$ cat config.mk
export PLATFORM = sky130hd
export DESIGN_NAME = sit_issue_ctrl
export DESIGN_NICKNAME = d
export VERILOG_FILES = /design/src/rtl/sit_pkg.sv /design/src/rtl/sit_decode.sv /design/src/rtl/sit_issue_ctrl.sv /design/src/rtl/sit_unit_timer.sv
export SDC_FILE = /design/constraint.sdc
export NUM_CORES = 1
export LEC_CHECK = 0
export BUFFER_PORTS_ARGS = -buffer_cell sky130_fd_sc_hd__buf_2
export CAP_MARGIN = 15
export CORE_MARGIN = 2
export CORE_UTILIZATION = 58
export CTS_CLUSTER_DIAMETER = 80
export DETAILED_ROUTE_END_ITERATION = 16
export PLACE_DENSITY = 0.82
export SLEW_MARGIN = 20
export SYNTH_ARGS = -nofsm -noshare
export SYNTH_HDL_FRONTEND = slang
export SYNTH_SLANG_ARGS = --single-unit
export TNS_END_PERCENT = 1
$ cat constraint.sdc
create_clock -name clk_sys -period 10.75 [get_ports clk_sys]
set_clock_uncertainty 0.05 [all_clocks]
set_input_delay 1.6125 -clock clk_sys [delete_from_list [all_inputs] [get_ports clk_sys]]
set_output_delay 1.6125 -clock clk_sys [all_outputs]
set_load 0.005 [all_outputs]
$ cat src/rtl/sit_pkg.sv
// Package of constants, types and timing tables for the scoreboard issue timing block
package sit_pkg;
    localparam int CLK_MHZ = 20;
    localparam int CLK_PERIOD_NS = 1000 / CLK_MHZ;

    typedef logic [5:0] sit_opcode_t;
    typedef logic [2:0] sit_reg_t;
    typedef logic [5:0] sit_cnt_t;

    localparam sit_opcode_t OP_RJ = 6'o01;
    localparam sit_opcode_t OP_BR_LO = 6'o02;
    localparam sit_opcode_t OP_BR_HI = 6'o07;
    localparam sit_opcode_t OP_INC_A_LO = 6'o50;
    localparam sit_opcode_t OP_INC_A_HI = 6'o57;

    // Unit numbering shared by issue logic and scoreboard
    localparam int UNIT_N = 10;
    typedef enum logic [3:0] {
        U_BRANCH = 4'h0,
        U_BOOL = 4'h1,
        U_SHIFT = 4'h2,
        U_FADD = 4'h3,
        U_LADD = 4'h4,
        U_MUL1 = 4'h5,
        U_MUL2 = 4'h6,
        U_DIV = 4'h7,
        U_INC1 = 4'h8,
        U_INC2 = 4'h9
    } sit_unit_e;

    // Latencies in minor cycles
    localparam sit_cnt_t LAT_BOOL_S = 6'd5;
    localparam sit_cnt_t LAT_BOOL_F = 6'd3;
    localparam sit_cnt_t LAT_SHIFT_S = 6'd6;
    localparam sit_cnt_t LAT_SHIFT_F = 6'd3;
    localparam sit_cnt_t LAT_NORM_S = 6'd7;
    localparam sit_cnt_t LAT_NORM_F = 6'd4;
    localparam sit_cnt_t LAT_PACK_S = 6'd7;
    localparam sit_cnt_t LAT_PACK_F = 6'd3;
    localparam sit_cnt_t LAT_FADD_S = 6'd11;
    localparam sit_cnt_t LAT_FADD_F = 6'd4;
    localparam sit_cnt_t LAT_LADD_S = 6'd6;
    localparam sit_cnt_t LAT_LADD_F = 6'd3;
    localparam sit_cnt_t LAT_MUL_S = 6'd57;
    localparam sit_cnt_t LAT_MUL_F = 6'd10;
    localparam sit_cnt_t LAT_DIV_F = 6'd29;
    localparam sit_cnt_t LAT_DIV_S = 6'd57;
    localparam sit_cnt_t LAT_INCA_I0_S = 6'd6;
    localparam sit_cnt_t LAT_INCA_LD_S = 6'd12;
    localparam sit_cnt_t LAT_INCA_ST_S = 6'd10;
    localparam sit_cnt_t LAT_INC_F = 6'd3;
    localparam sit_cnt_t LAT_INCB_S = 6'd5;
    localparam sit_cnt_t LAT_INCX_S = 6'd6;
    localparam sit_cnt_t LAT_DEFAULT = 6'd3;
    localparam sit_cnt_t RSV_A = 6'd3;
    localparam sit_cnt_t RSV_X_LD = 6'd8;
    localparam sit_cnt_t RSV_X_ST = 6'd9;
    localparam sit_cnt_t LOAD_AVAIL = 6'd8;
    localparam sit_cnt_t STORE_HOLD = 6'd10;
    localparam sit_cnt_t UNIT_FREE_DLY = 6'd1;
    localparam sit_cnt_t REG_FREE_DLY = 6'd1;

    // Slow model word overheads
    localparam sit_cnt_t SLOW_SLOT2_EXTRA = 6'd2;
    localparam sit_cnt_t BANK_CONF_CYC = 6'd3;
    localparam sit_cnt_t FETCH_START_CYC = 6'd2;
    localparam sit_cnt_t FETCH_MIN_CYC = 6'd8;

    // Issue spacing
    localparam sit_cnt_t GAP_SHORT = 6'd1;
    localparam sit_cnt_t GAP_LONG = 6'd2;
    localparam sit_cnt_t WORD_OUT_STACK = 6'd8;
    localparam sit_cnt_t WORD_IN_STACK = 6'd4;
    localparam sit_cnt_t NXT_OUT_STACK = 6'd4;
    localparam sit_cnt_t NXT_IN_STACK = 6'd1;
    localparam sit_cnt_t NXT30_OUT_STACK = 6'd5;
    localparam sit_cnt_t NXT30_IN_STACK = 6'd2;

    localparam int STACK_DEPTH = 32;

    typedef struct packed {
        sit_opcode_t opcode;
        sit_reg_t i;
        logic long30;
        logic slot2;
        logic word_first;
        logic word_last;
        logic in_stack;
        logic taken;
        logic bank_next;
    } sit_instr_s;

    typedef struct packed {
        sit_cnt_t lat;
        sit_unit_e unit;
        logic two_units;
        logic dual;
        logic is_load;
        logic is_store;
        logic writes_a;
        logic writes_x;
        logic writes_b;
    } sit_class_s;
endpackage

$ cat src/rtl/sit_decode.sv
// Opcode classifier: unit, latency and reservations for one instruction
module sit_decode #(
    parameter bit FAST = 1'b1
) (
    input sit_pkg::sit_instr_s ins,
    output sit_pkg::sit_class_s cls
);
    import sit_pkg::*;
    sit_opcode_t op;
    assign op = ins.opcode;

    always_comb begin
        cls = '0;
        cls.unit = U_BRANCH;
        cls.lat = LAT_DEFAULT;
        if (op >= 6'o10 && op <= 6'o17) begin
            cls.unit = U_BOOL;
            cls.lat = FAST ? LAT_BOOL_F : LAT_BOOL_S;
            cls.writes_x = 1'b1;
        end else if ((op >= 6'o20 && op <= 6'o27) || op == 6'o43) begin
            cls.unit = U_SHIFT;
            cls.writes_x = 1'b1;
            if (op == 6'o24 || op == 6'o25) begin
                cls.lat = FAST ? LAT_NORM_F : LAT_NORM_S;
            end else if (op == 6'o26 || op == 6'o27) begin
                cls.lat = FAST ? LAT_PACK_F : LAT_PACK_S;
            end else begin
                cls.lat = FAST ? LAT_SHIFT_F : LAT_SHIFT_S;
            end
            cls.writes_b = (op >= 6'o24 && op <= 6'o26);
        end else if (op >= 6'o30 && op <= 6'o35) begin
            cls.unit = U_FADD;
            cls.lat = FAST ? LAT_FADD_F : LAT_FADD_S;
            cls.writes_x = 1'b1;
        end else if (op == 6'o36 || op == 6'o37) begin
            cls.unit = U_LADD;
            cls.lat = FAST ? LAT_LADD_F : LAT_LADD_S;
            cls.writes_x = 1'b1;
        end else if (op >= 6'o40 && op <= 6'o42) begin
            cls.unit = U_MUL1;
            cls.dual = 1'b1;
            cls.lat = FAST ? LAT_MUL_F : LAT_MUL_S;
            cls.writes_x = 1'b1;
        end else if (op >= 6'o44 && op <= 6'o47) begin
            cls.unit = U_DIV;
            cls.lat = FAST ? LAT_DIV_F : LAT_DIV_S;
            cls.writes_x = 1'b1;
        end else if (op >= OP_INC_A_LO && op <= OP_INC_A_HI) begin
            cls.unit = U_INC1;
            cls.dual = 1'b1;
            cls.writes_a = 1'b1;
            cls.is_load = (ins.i >= 3'h1 && ins.i <= 3'h5);
            cls.is_store = (ins.i >= 3'h6);
            cls.writes_x = (ins.i != 3'h0);
            if (FAST) begin
                cls.lat = LAT_INC_F;
            end else if (ins.i == 3'h0) begin
                cls.lat = LAT_INCA_I0_S;
            end else if (cls.is_load) begin
                cls.lat = LAT_INCA_LD_S;
            end else begin
                cls.lat = LAT_INCA_ST_S;
            end
        end else if (op >= 6'o60) begin
            // increment to index or operand registers
            cls.unit = U_INC1;
            cls.dual = 1'b1;
            cls.writes_b = (op < 6'o70);
            cls.writes_x = (op >= 6'o70);
            cls.lat = FAST ? LAT_INC_F : ((op < 6'o70) ? LAT_INCB_S : LAT_INCX_S);
        end else if (op >= OP_BR_LO && op <= OP_BR_HI) begin
            cls.unit = U_BRANCH;
            cls.two_units = 1'b1;
        end
    end
endmodule

$ cat src/rtl/sit_issue_ctrl.sv
// Issue control and scoreboard for the central processor timing model
module sit_issue_ctrl #(
    parameter bit FAST = 1'b1
) (
    input logic clk_sys,
    input logic rst,
    input logic ins_valid,
    input sit_pkg::sit_instr_s ins,
    input logic opnd_ready,
    input logic mem_stall,
    output logic ins_ready,
    output logic issue,
    output sit_pkg::sit_unit_e issue_unit,
    output sit_pkg::sit_cnt_t issue_lat,
    output logic [sit_pkg::UNIT_N-1:0] unit_busy,
    output logic [sit_pkg::UNIT_N-1:0] unit_done,
    output logic [7:0] x_rsv,
    output logic [7:0] a_rsv,
    output logic [7:0] b_rsv,
    output logic [5:0] stack_count
);
    import sit_pkg::*;

    // ****************************************************************
    // Decode and unit selection
    // ****************************************************************
    sit_class_s cls;
    sit_decode #(.FAST(FAST)) u_dec (
        .ins(ins),
        .cls(cls)
    );

    logic [UNIT_N-1:0] start_vec;
    sit_cnt_t start_lat;
    logic [UNIT_N-1:0] busy;

    genvar gu;
    generate
        for (gu = 0; gu < UNIT_N; gu++) begin : g_unit
            sit_unit_timer u_tmr (
                .clk_sys(clk_sys),
                .rst(rst),
                .start(start_vec[gu]),
                .lat(start_lat),
                .busy(busy[gu]),
                .done(unit_done[gu])
            );
        end
    endgenerate
    assign unit_busy = busy;

    // in the fast model duplexed units pick whichever is free
    sit_unit_e sel_unit;
    logic unit_free;
    always_comb begin
        sel_unit = cls.unit;
        if (FAST && cls.dual && busy[cls.unit]) begin
            sel_unit = sit_unit_e'(cls.unit + 4'h1);
        end
        // Slow model has one unified arithmetic section
        unit_free = FAST ? !busy[sel_unit] : (busy == '0);
        // branch also needs the increment or long add unit
        if (cls.two_units) begin
            unit_free = unit_free && !busy[U_BRANCH]
                && (ins.opcode == 6'o03 ? !busy[U_LADD] : !busy[U_INC1]);
        end
    end

    // ****************************************************************
    // Register reservation
    // ****************************************************************
    sit_cnt_t x_cnt_q [8];
    sit_cnt_t x_cnt_d [8];
    sit_cnt_t a_cnt_q [8];
    sit_cnt_t a_cnt_d [8];
    sit_cnt_t b_cnt_q [8];
    sit_cnt_t b_cnt_d [8];
    logic dest_free;
    logic load_prev_q, load_prev_d;
    logic issue_ok;
    sit_cnt_t x_hold;

    always_comb begin
        // A held three in the fast model, X nine cycles on a load
        // later back-to-back load takes one more
        // store locks X as destination ten cycles
        x_hold = cls.lat + REG_FREE_DLY;
        if (cls.writes_a && cls.is_load) begin
            x_hold = (load_prev_q ? LOAD_AVAIL + 6'd1 : LOAD_AVAIL) + REG_FREE_DLY;
            if (!load_prev_q && RSV_X_LD > LOAD_AVAIL) begin
                x_hold = RSV_X_LD + REG_FREE_DLY;
            end
        end else if (cls.writes_a && cls.is_store) begin
            x_hold = (RSV_X_ST > STORE_HOLD ? RSV_X_ST : STORE_HOLD);
        end
    end

    // register freed one cycle after the write
    always_comb begin
        dest_free = 1'b1;
        if (cls.writes_x && x_cnt_q[ins.i] != '0) begin
            dest_free = 1'b0;
        end
        if (cls.writes_a && a_cnt_q[ins.i] != '0) begin
            dest_free = 1'b0;
        end
        if (cls.writes_b && b_cnt_q[ins.i] != '0) begin
            dest_free = 1'b0;
        end
    end

    genvar gr;
    generate
        for (gr = 0; gr < 8; gr++) begin : g_reg
            always_comb begin
                x_cnt_d[gr] = (x_cnt_q[gr] != '0) ? x_cnt_q[gr] - 6'd1 : '0;
                a_cnt_d[gr] = (a_cnt_q[gr] != '0) ? a_cnt_q[gr] - 6'd1 : '0;
                b_cnt_d[gr] = (b_cnt_q[gr] != '0) ? b_cnt_q[gr] - 6'd1 : '0;
                if (issue_ok && ins.i == 3'(gr)) begin
                    if (cls.writes_x) begin
                        x_cnt_d[gr] = x_hold;
                    end
                    if (cls.writes_a) begin
                        a_cnt_d[gr] = FAST ? RSV_A : cls.lat + REG_FREE_DLY;
                    end
                    if (cls.writes_b) begin
                        b_cnt_d[gr] = cls.lat + REG_FREE_DLY;
                    end
                end
            end
            always_ff @(posedge clk_sys) begin
                if (rst) begin
                    x_cnt_q[gr] <= '0;
                    a_cnt_q[gr] <= '0;
                    b_cnt_q[gr] <= '0;
                end else begin
                    x_cnt_q[gr] <= x_cnt_d[gr];
                    a_cnt_q[gr] <= a_cnt_d[gr];
                    b_cnt_q[gr] <= b_cnt_d[gr];
                end
            end
            assign x_rsv[gr] = (x_cnt_q[gr] != '0);
            assign a_rsv[gr] = (a_cnt_q[gr] != '0);
            assign b_rsv[gr] = (b_cnt_q[gr] != '0);
        end
    endgenerate

    // ****************************************************************
    // Issue spacing
    // ****************************************************************
    sit_cnt_t gap_q, gap_d;
    sit_cnt_t word_q, word_d;
    logic [5:0] cnt_q, cnt_d;
    sit_cnt_t need_gap;
    sit_cnt_t extra;

    always_comb begin
        // one cycle after short, two after long
        need_gap = ins.long30 ? GAP_LONG : GAP_SHORT;
        extra = '0;
        if (ins.word_last) begin
            // gap to next word by stack residence
            need_gap = ins.in_stack ? NXT_IN_STACK : NXT_OUT_STACK;
            // long last parcel widens the gap
            if (ins.long30) begin
                need_gap = ins.in_stack ? NXT30_IN_STACK : NXT30_OUT_STACK;
            end
        end
        if (!FAST) begin
            // second-slot jump or memory op costs extra
            if (ins.slot2 && ((ins.opcode >= OP_BR_LO && ins.opcode <= OP_BR_HI && ins.taken)
                || ins.opcode == OP_RJ || (cls.writes_a && ins.i != 3'h0))) begin
                extra = extra + SLOW_SLOT2_EXTRA;
            end
            // second slot hits next word's bank
            if (ins.slot2 && ins.bank_next) begin
                extra = extra + BANK_CONF_CYC;
            end
            // first-slot store hits next word's bank
            if (ins.word_first && cls.is_store && ins.bank_next) begin
                extra = extra + BANK_CONF_CYC;
            end
            // fetch start between first and second parcels
            if (ins.word_first && !ins.word_last) begin
                extra = extra + FETCH_START_CYC;
            end
            need_gap = need_gap + cls.lat;
        end
    end

    // word present, unit free, destination free
    // memory bank stalls held off from outside
    assign issue_ok = ins_valid && unit_free && dest_free && opnd_ready
        && !mem_stall && gap_q == '0 && !(ins.word_first && word_q != '0);

    always_comb begin
        gap_d = (gap_q != '0) ? gap_q - 6'd1 : '0;
        word_d = (word_q != '0) ? word_q - 6'd1 : '0;
        load_prev_d = 1'b0;
        cnt_d = cnt_q;
        if (issue_ok) begin
            gap_d = need_gap + extra - 6'd1;
            load_prev_d = cls.is_load;
            if (ins.word_first) begin
                // word rate limit; four in stack or eight out of it in the fast model, ten in the slow
                word_d = (FAST ? (ins.in_stack ? WORD_IN_STACK : WORD_OUT_STACK)
                    : FETCH_MIN_CYC + FETCH_START_CYC) - 6'd1;
            end
            // stack occupancy up to its depth
            if (!ins.in_stack && cnt_q < 6'(STACK_DEPTH)) begin
                cnt_d = cnt_q + 6'd1;
            end
        end
        if (ins_valid && ins.taken && ins.opcode <= 6'o02) begin
            cnt_d = '0;
        end
    end

    always_ff @(posedge clk_sys) begin
        if (rst) begin
            gap_q <= '0;
            word_q <= '0;
            cnt_q <= '0;
            load_prev_q <= 1'b0;
        end else begin
            gap_q <= gap_d;
            word_q <= word_d;
            cnt_q <= cnt_d;
            load_prev_q <= load_prev_d;
        end
    end

    always_comb begin
        start_vec = '0;
        start_lat = cls.lat;
        if (issue_ok) begin
            start_vec[sel_unit] = 1'b1;
            if (cls.two_units) begin
                start_vec[ins.opcode == 6'o03 ? U_LADD : U_INC1] = 1'b1;
            end
        end
    end

    assign ins_ready = issue_ok;
    assign issue = issue_ok;
    assign issue_unit = sel_unit;
    assign issue_lat = cls.lat;
    assign stack_count = cnt_q;
endmodule

$ cat src/rtl/sit_unit_timer.sv
// Busy timer of one functional unit: busy for the latency, done flags the last busy cycle
module sit_unit_timer (
    input logic clk_sys,
    input logic rst,
    input logic start,
    input sit_pkg::sit_cnt_t lat,
    output logic busy,
    output logic done
);
    import sit_pkg::*;
    sit_cnt_t cnt_q, cnt_d;

    always_comb begin
        cnt_d = cnt_q;
        if (start) begin
            // busy through the result cycle, free on the next
            cnt_d = lat;
        end else if (cnt_q != '0) begin
            cnt_d = cnt_q - 6'd1;
        end
    end

    always_ff @(posedge clk_sys) begin
        if (rst) begin
            cnt_q <= '0;
        end else begin
            cnt_q <= cnt_d;
        end
    end

    assign busy = (cnt_q != '0);
    // result ready when latency has elapsed
    assign done = (cnt_q == UNIT_FREE_DLY);
endmodule

==> metrics.txt, run 1 <==
status=finished clean; Critical path origin=ins[12]; Via Count=11,000; Post-DP HPWL=21,200 microns; Clock transition at path regs=0.06 ns; Critical Path RT=9.09 ns; Worst-Skew Late Latency=0.54 ns; FF+latch area=4460 sq um; top cell type's share of synthesized area=35.9%; # setup viols final=0; R2R setup slack=6.20 ns; cts hold-fix bufs=0; Pwr per Cell Area=320 nW/um^2; synthesized area=12,400 sq um; critical path's slowest cell=or4_1; post-synthesis net count=1,589; die height=150 microns; detailed-route DRC error count=0; Crit. path cell count=14; Die Wd=150 microns; Slew @ Worst Pin=1.16 ns; Via-to-Cell Ratio=6.01; first-pass GRT wire length=50,400 microns; first drt pass iteration count=6; Syn Area/Cell=8.26 sq um; Tcrit/Tclk final=69.3%; Tmin final=7.45 ns; Fill cells=1,742; CTS tree=done; Post-Syn Instances=1,506; relative slew slack=22.5%; HP Class=register to register; part of the Yosys area used for sequential elements=35.9%; GR Util All Layers=27.2%; worst path bufs/invs=5; Max Cap Viol=0; CTS Buf Count=25; Final Max Tran Viols=0; Layout area overhead=9.52%; Post-Place Worst Slack=3.42 ns; delay-heaviest family, CP=simple AND/OR/NAND/NOR gates; initial antenna violation count=1; FF-to-FF End=b_cnt_q[2][0]$_SDFF_PP0_; cells on worst reg2reg path=14; critical path class=primary input to primary output; number of synthesized register bits=223; Synth cell types=77; antenna viol nets, final=0; # rows=53; total grt overflow=0; Peak Freq=134 MHz; leading area contributor after synthesis=dfxtp_1; share of layout cells above drive strength 1=13.0%; post-CTS repair timing setup buffer count=0; CP Max Fanout=27; yosys warns=0; Critical R2R Launch=g_unit[7].u_tmr.cnt_q[1]$_SDFFE_PP0P_; wire per inst=17.0 microns; final hold vios=0; EDFF count, synth=0; Area contributors post-synth=dfxtp_1, ha_1, nor2_1, nor3_1, xnor2_1; Sum Neg Setup Slack=0 ns; Core Box Area=21,000 sq um; maximum number of pins on one net before global-route repair=59; clk buf depth=3; CP Capture Type=primary output; CP Launch Type=primary input; GPL Wtd Cong=0.917; clock tree sinks=223; setup slack after layout=3.30 ns; ys async rst share=0%; Main synth FF type=dfxtp_1; final net count=1,626; H-tree depth=1; Die Footprint=22,600 sq um; crit path to=issue; footprint of the multi-input gates=7180 sq um; I/O pin total=83; PortBufs=79; slowest cell delay on critical path=0.54 ns; Initial Util=59.2%; post-CTS sizing=0; initial drt markers=764; RSZ-0062 raised after global routing=no; Cell Chain, Critical Path=buf_2, a21oi_1, nor2_1, nor2_1, clkinv_1, ha_1, or4_1, a21oi_1, o31ai_1, a31oi_1, nand3b_4, clkinv_1, buf_4, buf_2; leakage power=5.63 nW; Max IR drop VDD=0.160 mV; arrival time worst endpoint=5.79 ns; vias in the first global route=10,500; cell at the root of the clock tree=clkbuf_16; Routed WL=31,200 microns
-- worst min-delay path by stage --
| stage | slack (ns) | startpoint | depth (start not counted) | end |
|---|---|---|---|---|
| 2_1_floorplan | 0.37 | a_cnt_q[2][0]$_SDFF_PP0_ | 1 | a_cnt_q[2][0]$_SDFF_PP0_ |
| 3_3_place_gp | 0.39 | word_q[0]$_SDFF_PP0_ | 1 | word_q[0]$_SDFF_PP0_ |
| 3_5_place_dp | 0.40 | gap_q[0]$_SDFF_PP0_ | 1 | gap_q[0]$_SDFF_PP0_ |
| 4_1_cts | 0.41 | gap_q[0]$_SDFF_PP0_ | 1 | gap_q[0]$_SDFF_PP0_ |
| 5_1_grt | 0.43 | a_cnt_q[6][5]$_SDFF_PP0_ | 2 | a_cnt_q[6][5]$_SDFF_PP0_ |
| 6_report | 0.40 | gap_q[0]$_SDFF_PP0_ | 1 | gap_q[0]$_SDFF_PP0_ |
-- cell usage after synthesis (8+ instances only) --
library cell,count
o32ai_1,20
nor3b_1,17
ha_1,62
o21ai_0,30
nand2_1,144
buf_4,28
clkbuf_1,35
or4_1,8
xor2_1,30
nor2b_1,13
nor3_1,119
nor4_1,25
nand4b_1,11
nand3b_1,13
nand3_1,35
inv_1,98
a21oi_1,78
mux2_2,38
mux2i_1,11
and2_1,12
o21a_1,9
dfxtp_1,223
o22ai_1,24
xnor2_1,65
and3_1,22
or3_1,19
nor2_1,175
-- power breakdown --
| group | internal [mW] | switching (mW) | leakage (nW) |
|---|---|---|---|
| Sequential | 1.13 | 0.276 | 1.84 |
| Combinational | 0.955 | 1.14 | 3.38 |
| Clock | 0.504 | 0.347 | 0.405 |
| Total | 2.59 | 1.77 | 5.63 |
-- metrics by stage --
step           cell area (sq um)  instances  total power [mW]  util (%)  hold WS (ns)
4_1_cts                    13600       1835              4.35      64.8         0.407
2_1_floorplan              12400       1506              3.03         -         0.374
5_1_grt                    13600       1835              4.71      64.8         0.428
3_5_place_dp               12800       1791              3.47      60.9         0.396
6_report                   13600       1836              4.36      64.8         0.405
3_3_place_gp               12800       1791              3.38      60.9         0.391
-- kinds of logic (layout without fill, tap and decap cells) --
group	count (synthesis)	after routing	share of synthesized area, %
AO/OA/AOI/OAI	234	234	12.8
XOR/XNOR	95	95	6.69
adder cells (fa/ha/maj)	62	62	6.23
buffers and inverters	175	229	6.46
flip-flops	223	223	35.9
multiplexers	57	57	5.14
other	1	2	0.0301
AND/OR/NAND/NOR	659	659	26.7
-- placed cells by master, fill, tap and decap left out, drive strengths merged, types with 7 or more instances in the layout --
cell type,instances
mux2,45
nand4b,11
nor4,25
or4,9
dfxtp,223
nand2b,7
ha,62
o311ai,10
o21ai,30
nand3,35
and3,22
and2,12
nand2,144
nor2b,13
clkbuf,37
a31o,7
xor2,30
nor3,126
inv,99
nor3b,18
o22ai,24
nand3b,14
o21a,9
or2,7
nand4,7
buf,85
a31oi,7
a21oi,78
o32ai,20
or3,23
xnor2,65
mux2i,11
nor2,175
-- layer usage --
metal	vias to the layer above	GRT usage (%)	routed length, microns
li1	5375	-	-
met1	5172	33.9	12900
met2	411	48.2	15200
met3	71	4.12	2240
met4	0	8.54	816
met5	-	0	0
-- worst reg2reg max path, cell delays in order (launching register included) --
cell       delay (ns)
dfxtp_1          0.33
inv_1            0.09
ha_1             0.20
nand2_1          0.10
nor3_1           0.44
inv_1            0.25
a211o_1          0.29
o211a_1          0.28
mux2_2           0.37
a2111oi_4        0.41
nand3b_4         0.46
clkinv_1         0.16
buf_4            0.34
and3_1           0.32
mux2_2           0.36
-- final cells by class --
| type | count | share of cell area (%) |
|---|---|---|
| Antenna cell | 1 | 0.0184 |
| Clock buffer | 37 | 5.51 |
| Clock inverter | 7 | 0.487 |
| Inverter | 100 | 2.75 |
| Multi-Input combinational cell | 1108 | 52.7 |
| Sequential cell | 223 | 32.8 |
| Tap cell | 275 | 2.52 |
| Timing Repair Buffer | 85 | 3.25 |
-- sequential cells by signal, indices dropped and copies added, names as in the netlist --
signal / cells
gap_q: 6
g_unit.u_tmr.cnt_q: 60
stack_count: 6
a_cnt_q: 48
x_cnt_q: 48
load_prev_q: 1
b_cnt_q: 48
word_q: 6
Power figures use the tool's default switching activity.
==> inputs of run 2 (changes only) <==
==> constraint.sdc (replaced) <==
create_clock -name clk_sys -period 7.4 [get_ports clk_sys]
set_clock_uncertainty 0.05 [all_clocks]
set_input_delay 1.11 -clock clk_sys [delete_from_list [all_inputs] [get_ports clk_sys]]
set_output_delay 1.11 -clock clk_sys [all_outputs]
set_load 0.005 [all_outputs]
==> run 2 against run 1 <==
Power increased by 43%; setup slack got worse by 2.0 ns; worst hold slack improved by 0.0031 ns; via count decreased by 1.0%; non-clock buffer count increased by 1; critical path depth decreased by 1; cell count decreased by 0.11%; utilization decreased by 0.14 points; count of clock-buffer cells in the layout decreased by 3; design area decreased by 0.22%; combinational power increased by 44%; first-iteration DRC count decreased by 5.0%.
==> metrics.txt, run 2 (synthesized netlist as in run 1, its figures left out) <==
clk buf depth=3 (unchanged); critical path's slowest cell=nor4_1; Die Wd=150 microns (unchanged); first drt pass iteration count=6 (unchanged); post-CTS sizing=0 (unchanged); cells on worst reg2reg path=14 (unchanged); Tmin final=6.11 ns; Tcrit/Tclk final=82.6%; Routed WL=30,100 microns (-3.4%); vias in the first global route=10,400 (-0.52%); PortBufs=79 (unchanged); FF-to-FF End=b_cnt_q[2][1]$_SDFF_PP0_; slowest cell delay on critical path=0.55 ns (about the same); worst hold slack=0.408 ns (+0.00313 ns); Pwr per Cell Area=460 nW/um^2 (+44%); # rows=53 (unchanged); Via-to-Cell Ratio=5.95 (-0.89%); Peak Freq=164 MHz; initial drt markers=726 (-5.0%); cts hold-fix bufs=0 (unchanged); delay-heaviest family, CP=simple AND/OR/NAND/NOR gates; wire per inst=16.4 microns (-3.3%); detailed-route DRC error count=0 (unchanged); hold path endpoint=word_q[0]$_SDFF_PP0_; Layout area overhead=9.28%; R2R setup slack=3.09 ns (-3.11 ns); maximum number of pins on one net before global-route repair=57 (-3.4%); Cell Chain, Critical Path=buf_2, a21oi_1, nor2_1, nor2_1, clkinv_1, ha_1, nor4_1, and2_1, mux2i_1, a31oi_1, nand3b_4, clkinv_1, buf_2; CP Capture Type=primary output; WHS Path Cells=1 (unchanged); commonest cells after routing, fill and taps aside=dfxtp_1, nor2_1, nand2_1; arrival time worst endpoint=4.95 ns (-0.84 ns); HP Start=word_q[0]$_SDFF_PP0_; CTS tree=done; final core occ=64.7% (-0.14 points); post-CTS repair timing setup buffer count=0 (unchanged); I/O pin total=83 (unchanged); final hold vios=0 (unchanged); Core Box Area=21,000 sq um (unchanged); Biggest register=g_unit.u_tmr.cnt_q; Max IR drop VDD=0.284 mV (+77%); cell at the root of the clock tree=clkbuf_16; max reg flops=60 (unchanged); Via Count=10,900 (-1.0%); die height=150 microns (unchanged); relative slew slack=27.3% (+4.9 points); most common cell after layout, fill and taps aside=dfxtp_1; leakage power=5.61 nW (-0.38%); share of layout cells above drive strength 1=12.7% (-0.29 points); Worst-Skew Late Latency=0.54 ns (about the same); total grt overflow=0 (unchanged); clock tree sinks=223 (unchanged); Sum Neg Setup Slack=0 ns (unchanged); RSZ-0062 raised after global routing=no; Die Footprint=22,600 sq um (unchanged); status=finished clean; # setup viols final=0 (unchanged); worst path bufs/invs=4 (-1); Tot Pwr=6.25 mW (+43%); Slew @ Worst Pin=1.09 ns (-0.0730 ns); GR Util All Layers=26.4% (-0.84 points); Clock transition at path regs=0.06 ns (about the same); GPL Wtd Cong=0.908 (-1.0%); critical path class=primary input to primary output; Final Max Tran Viols=0 (unchanged); first-pass GRT wire length=49,000 microns (-2.8%); Critical R2R Launch=g_unit[7].u_tmr.cnt_q[1]$_SDFFE_PP0P_; HP Class=register to register; antenna viol nets, final=0 (unchanged); CTS Buf Count=24 (-4.0%); final net count=1,626 (unchanged); Max Cap Viol=0 (unchanged); initial antenna violation count=3 (+2); Critical Path RT=6.24 ns (-2.85 ns); H-tree depth=1 (unchanged); CP Max Fanout=15 (-44%); Initial Util=59.2% (unchanged); CP Launch Type=primary input; Post-DP HPWL=21,200 microns (about the same)
[run 2: worst max path at each step]
stage	from	endpoint	depth (start not counted)
2_1_floorplan	ins[15]	issue	15
3_3_place_gp	ins[13]	ins_ready	13
3_5_place_dp	ins[12]	ins_ready	13
4_1_cts	ins[12]	ins_ready	13
5_1_grt	ins[12]	issue	13
6_report	ins[12]	ins_ready	13
[run 2: where the power goes]
group / leakage [nW] / internal (mW) / switching (mW)
sequential: 1.84 / 1.64 / 0.395
combinational: 3.39 / 1.39 / 1.63
clock: 0.381 / 0.712 / 0.485
total: 5.61 / 3.74 / 2.51
[run 2: metrics by stage]
stage	cell area (sq um)	setup WS, ns	instances
finish	13600	1.29	1834
CTS	13600	1.40	1831
global placement	12800	1.51	1792
global route	13600	0.981	1833
detailed placement	12800	1.42	1792
floorplan	12400	1.81	1506
[run 2: layer usage]
layer  vias to the layer above  wire length, microns  GRT usage (%)  share of wire (%)
met5                         -                     0              0                  0
met4                         0                   918           8.44                3.0
met3                        74                  2090           4.48                6.9
met2                       366                 14600           47.4                 48
met1                      5115                 12500           31.9                 42
li1                       5364                     -              -                  -
[run 2: area by class of cell]
cell class | count | area [sq um]
clock buffers | 34 | 688
clock inverters | 5 | 86.3
flip-flops and latches | 223 | 4460
multi-input cells | 1108 | 7180
diodes | 3 | 7.51
repair buffers | 86 | 450
well taps | 275 | 344
fillers | 1750 | 7420
inverters | 100 | 375
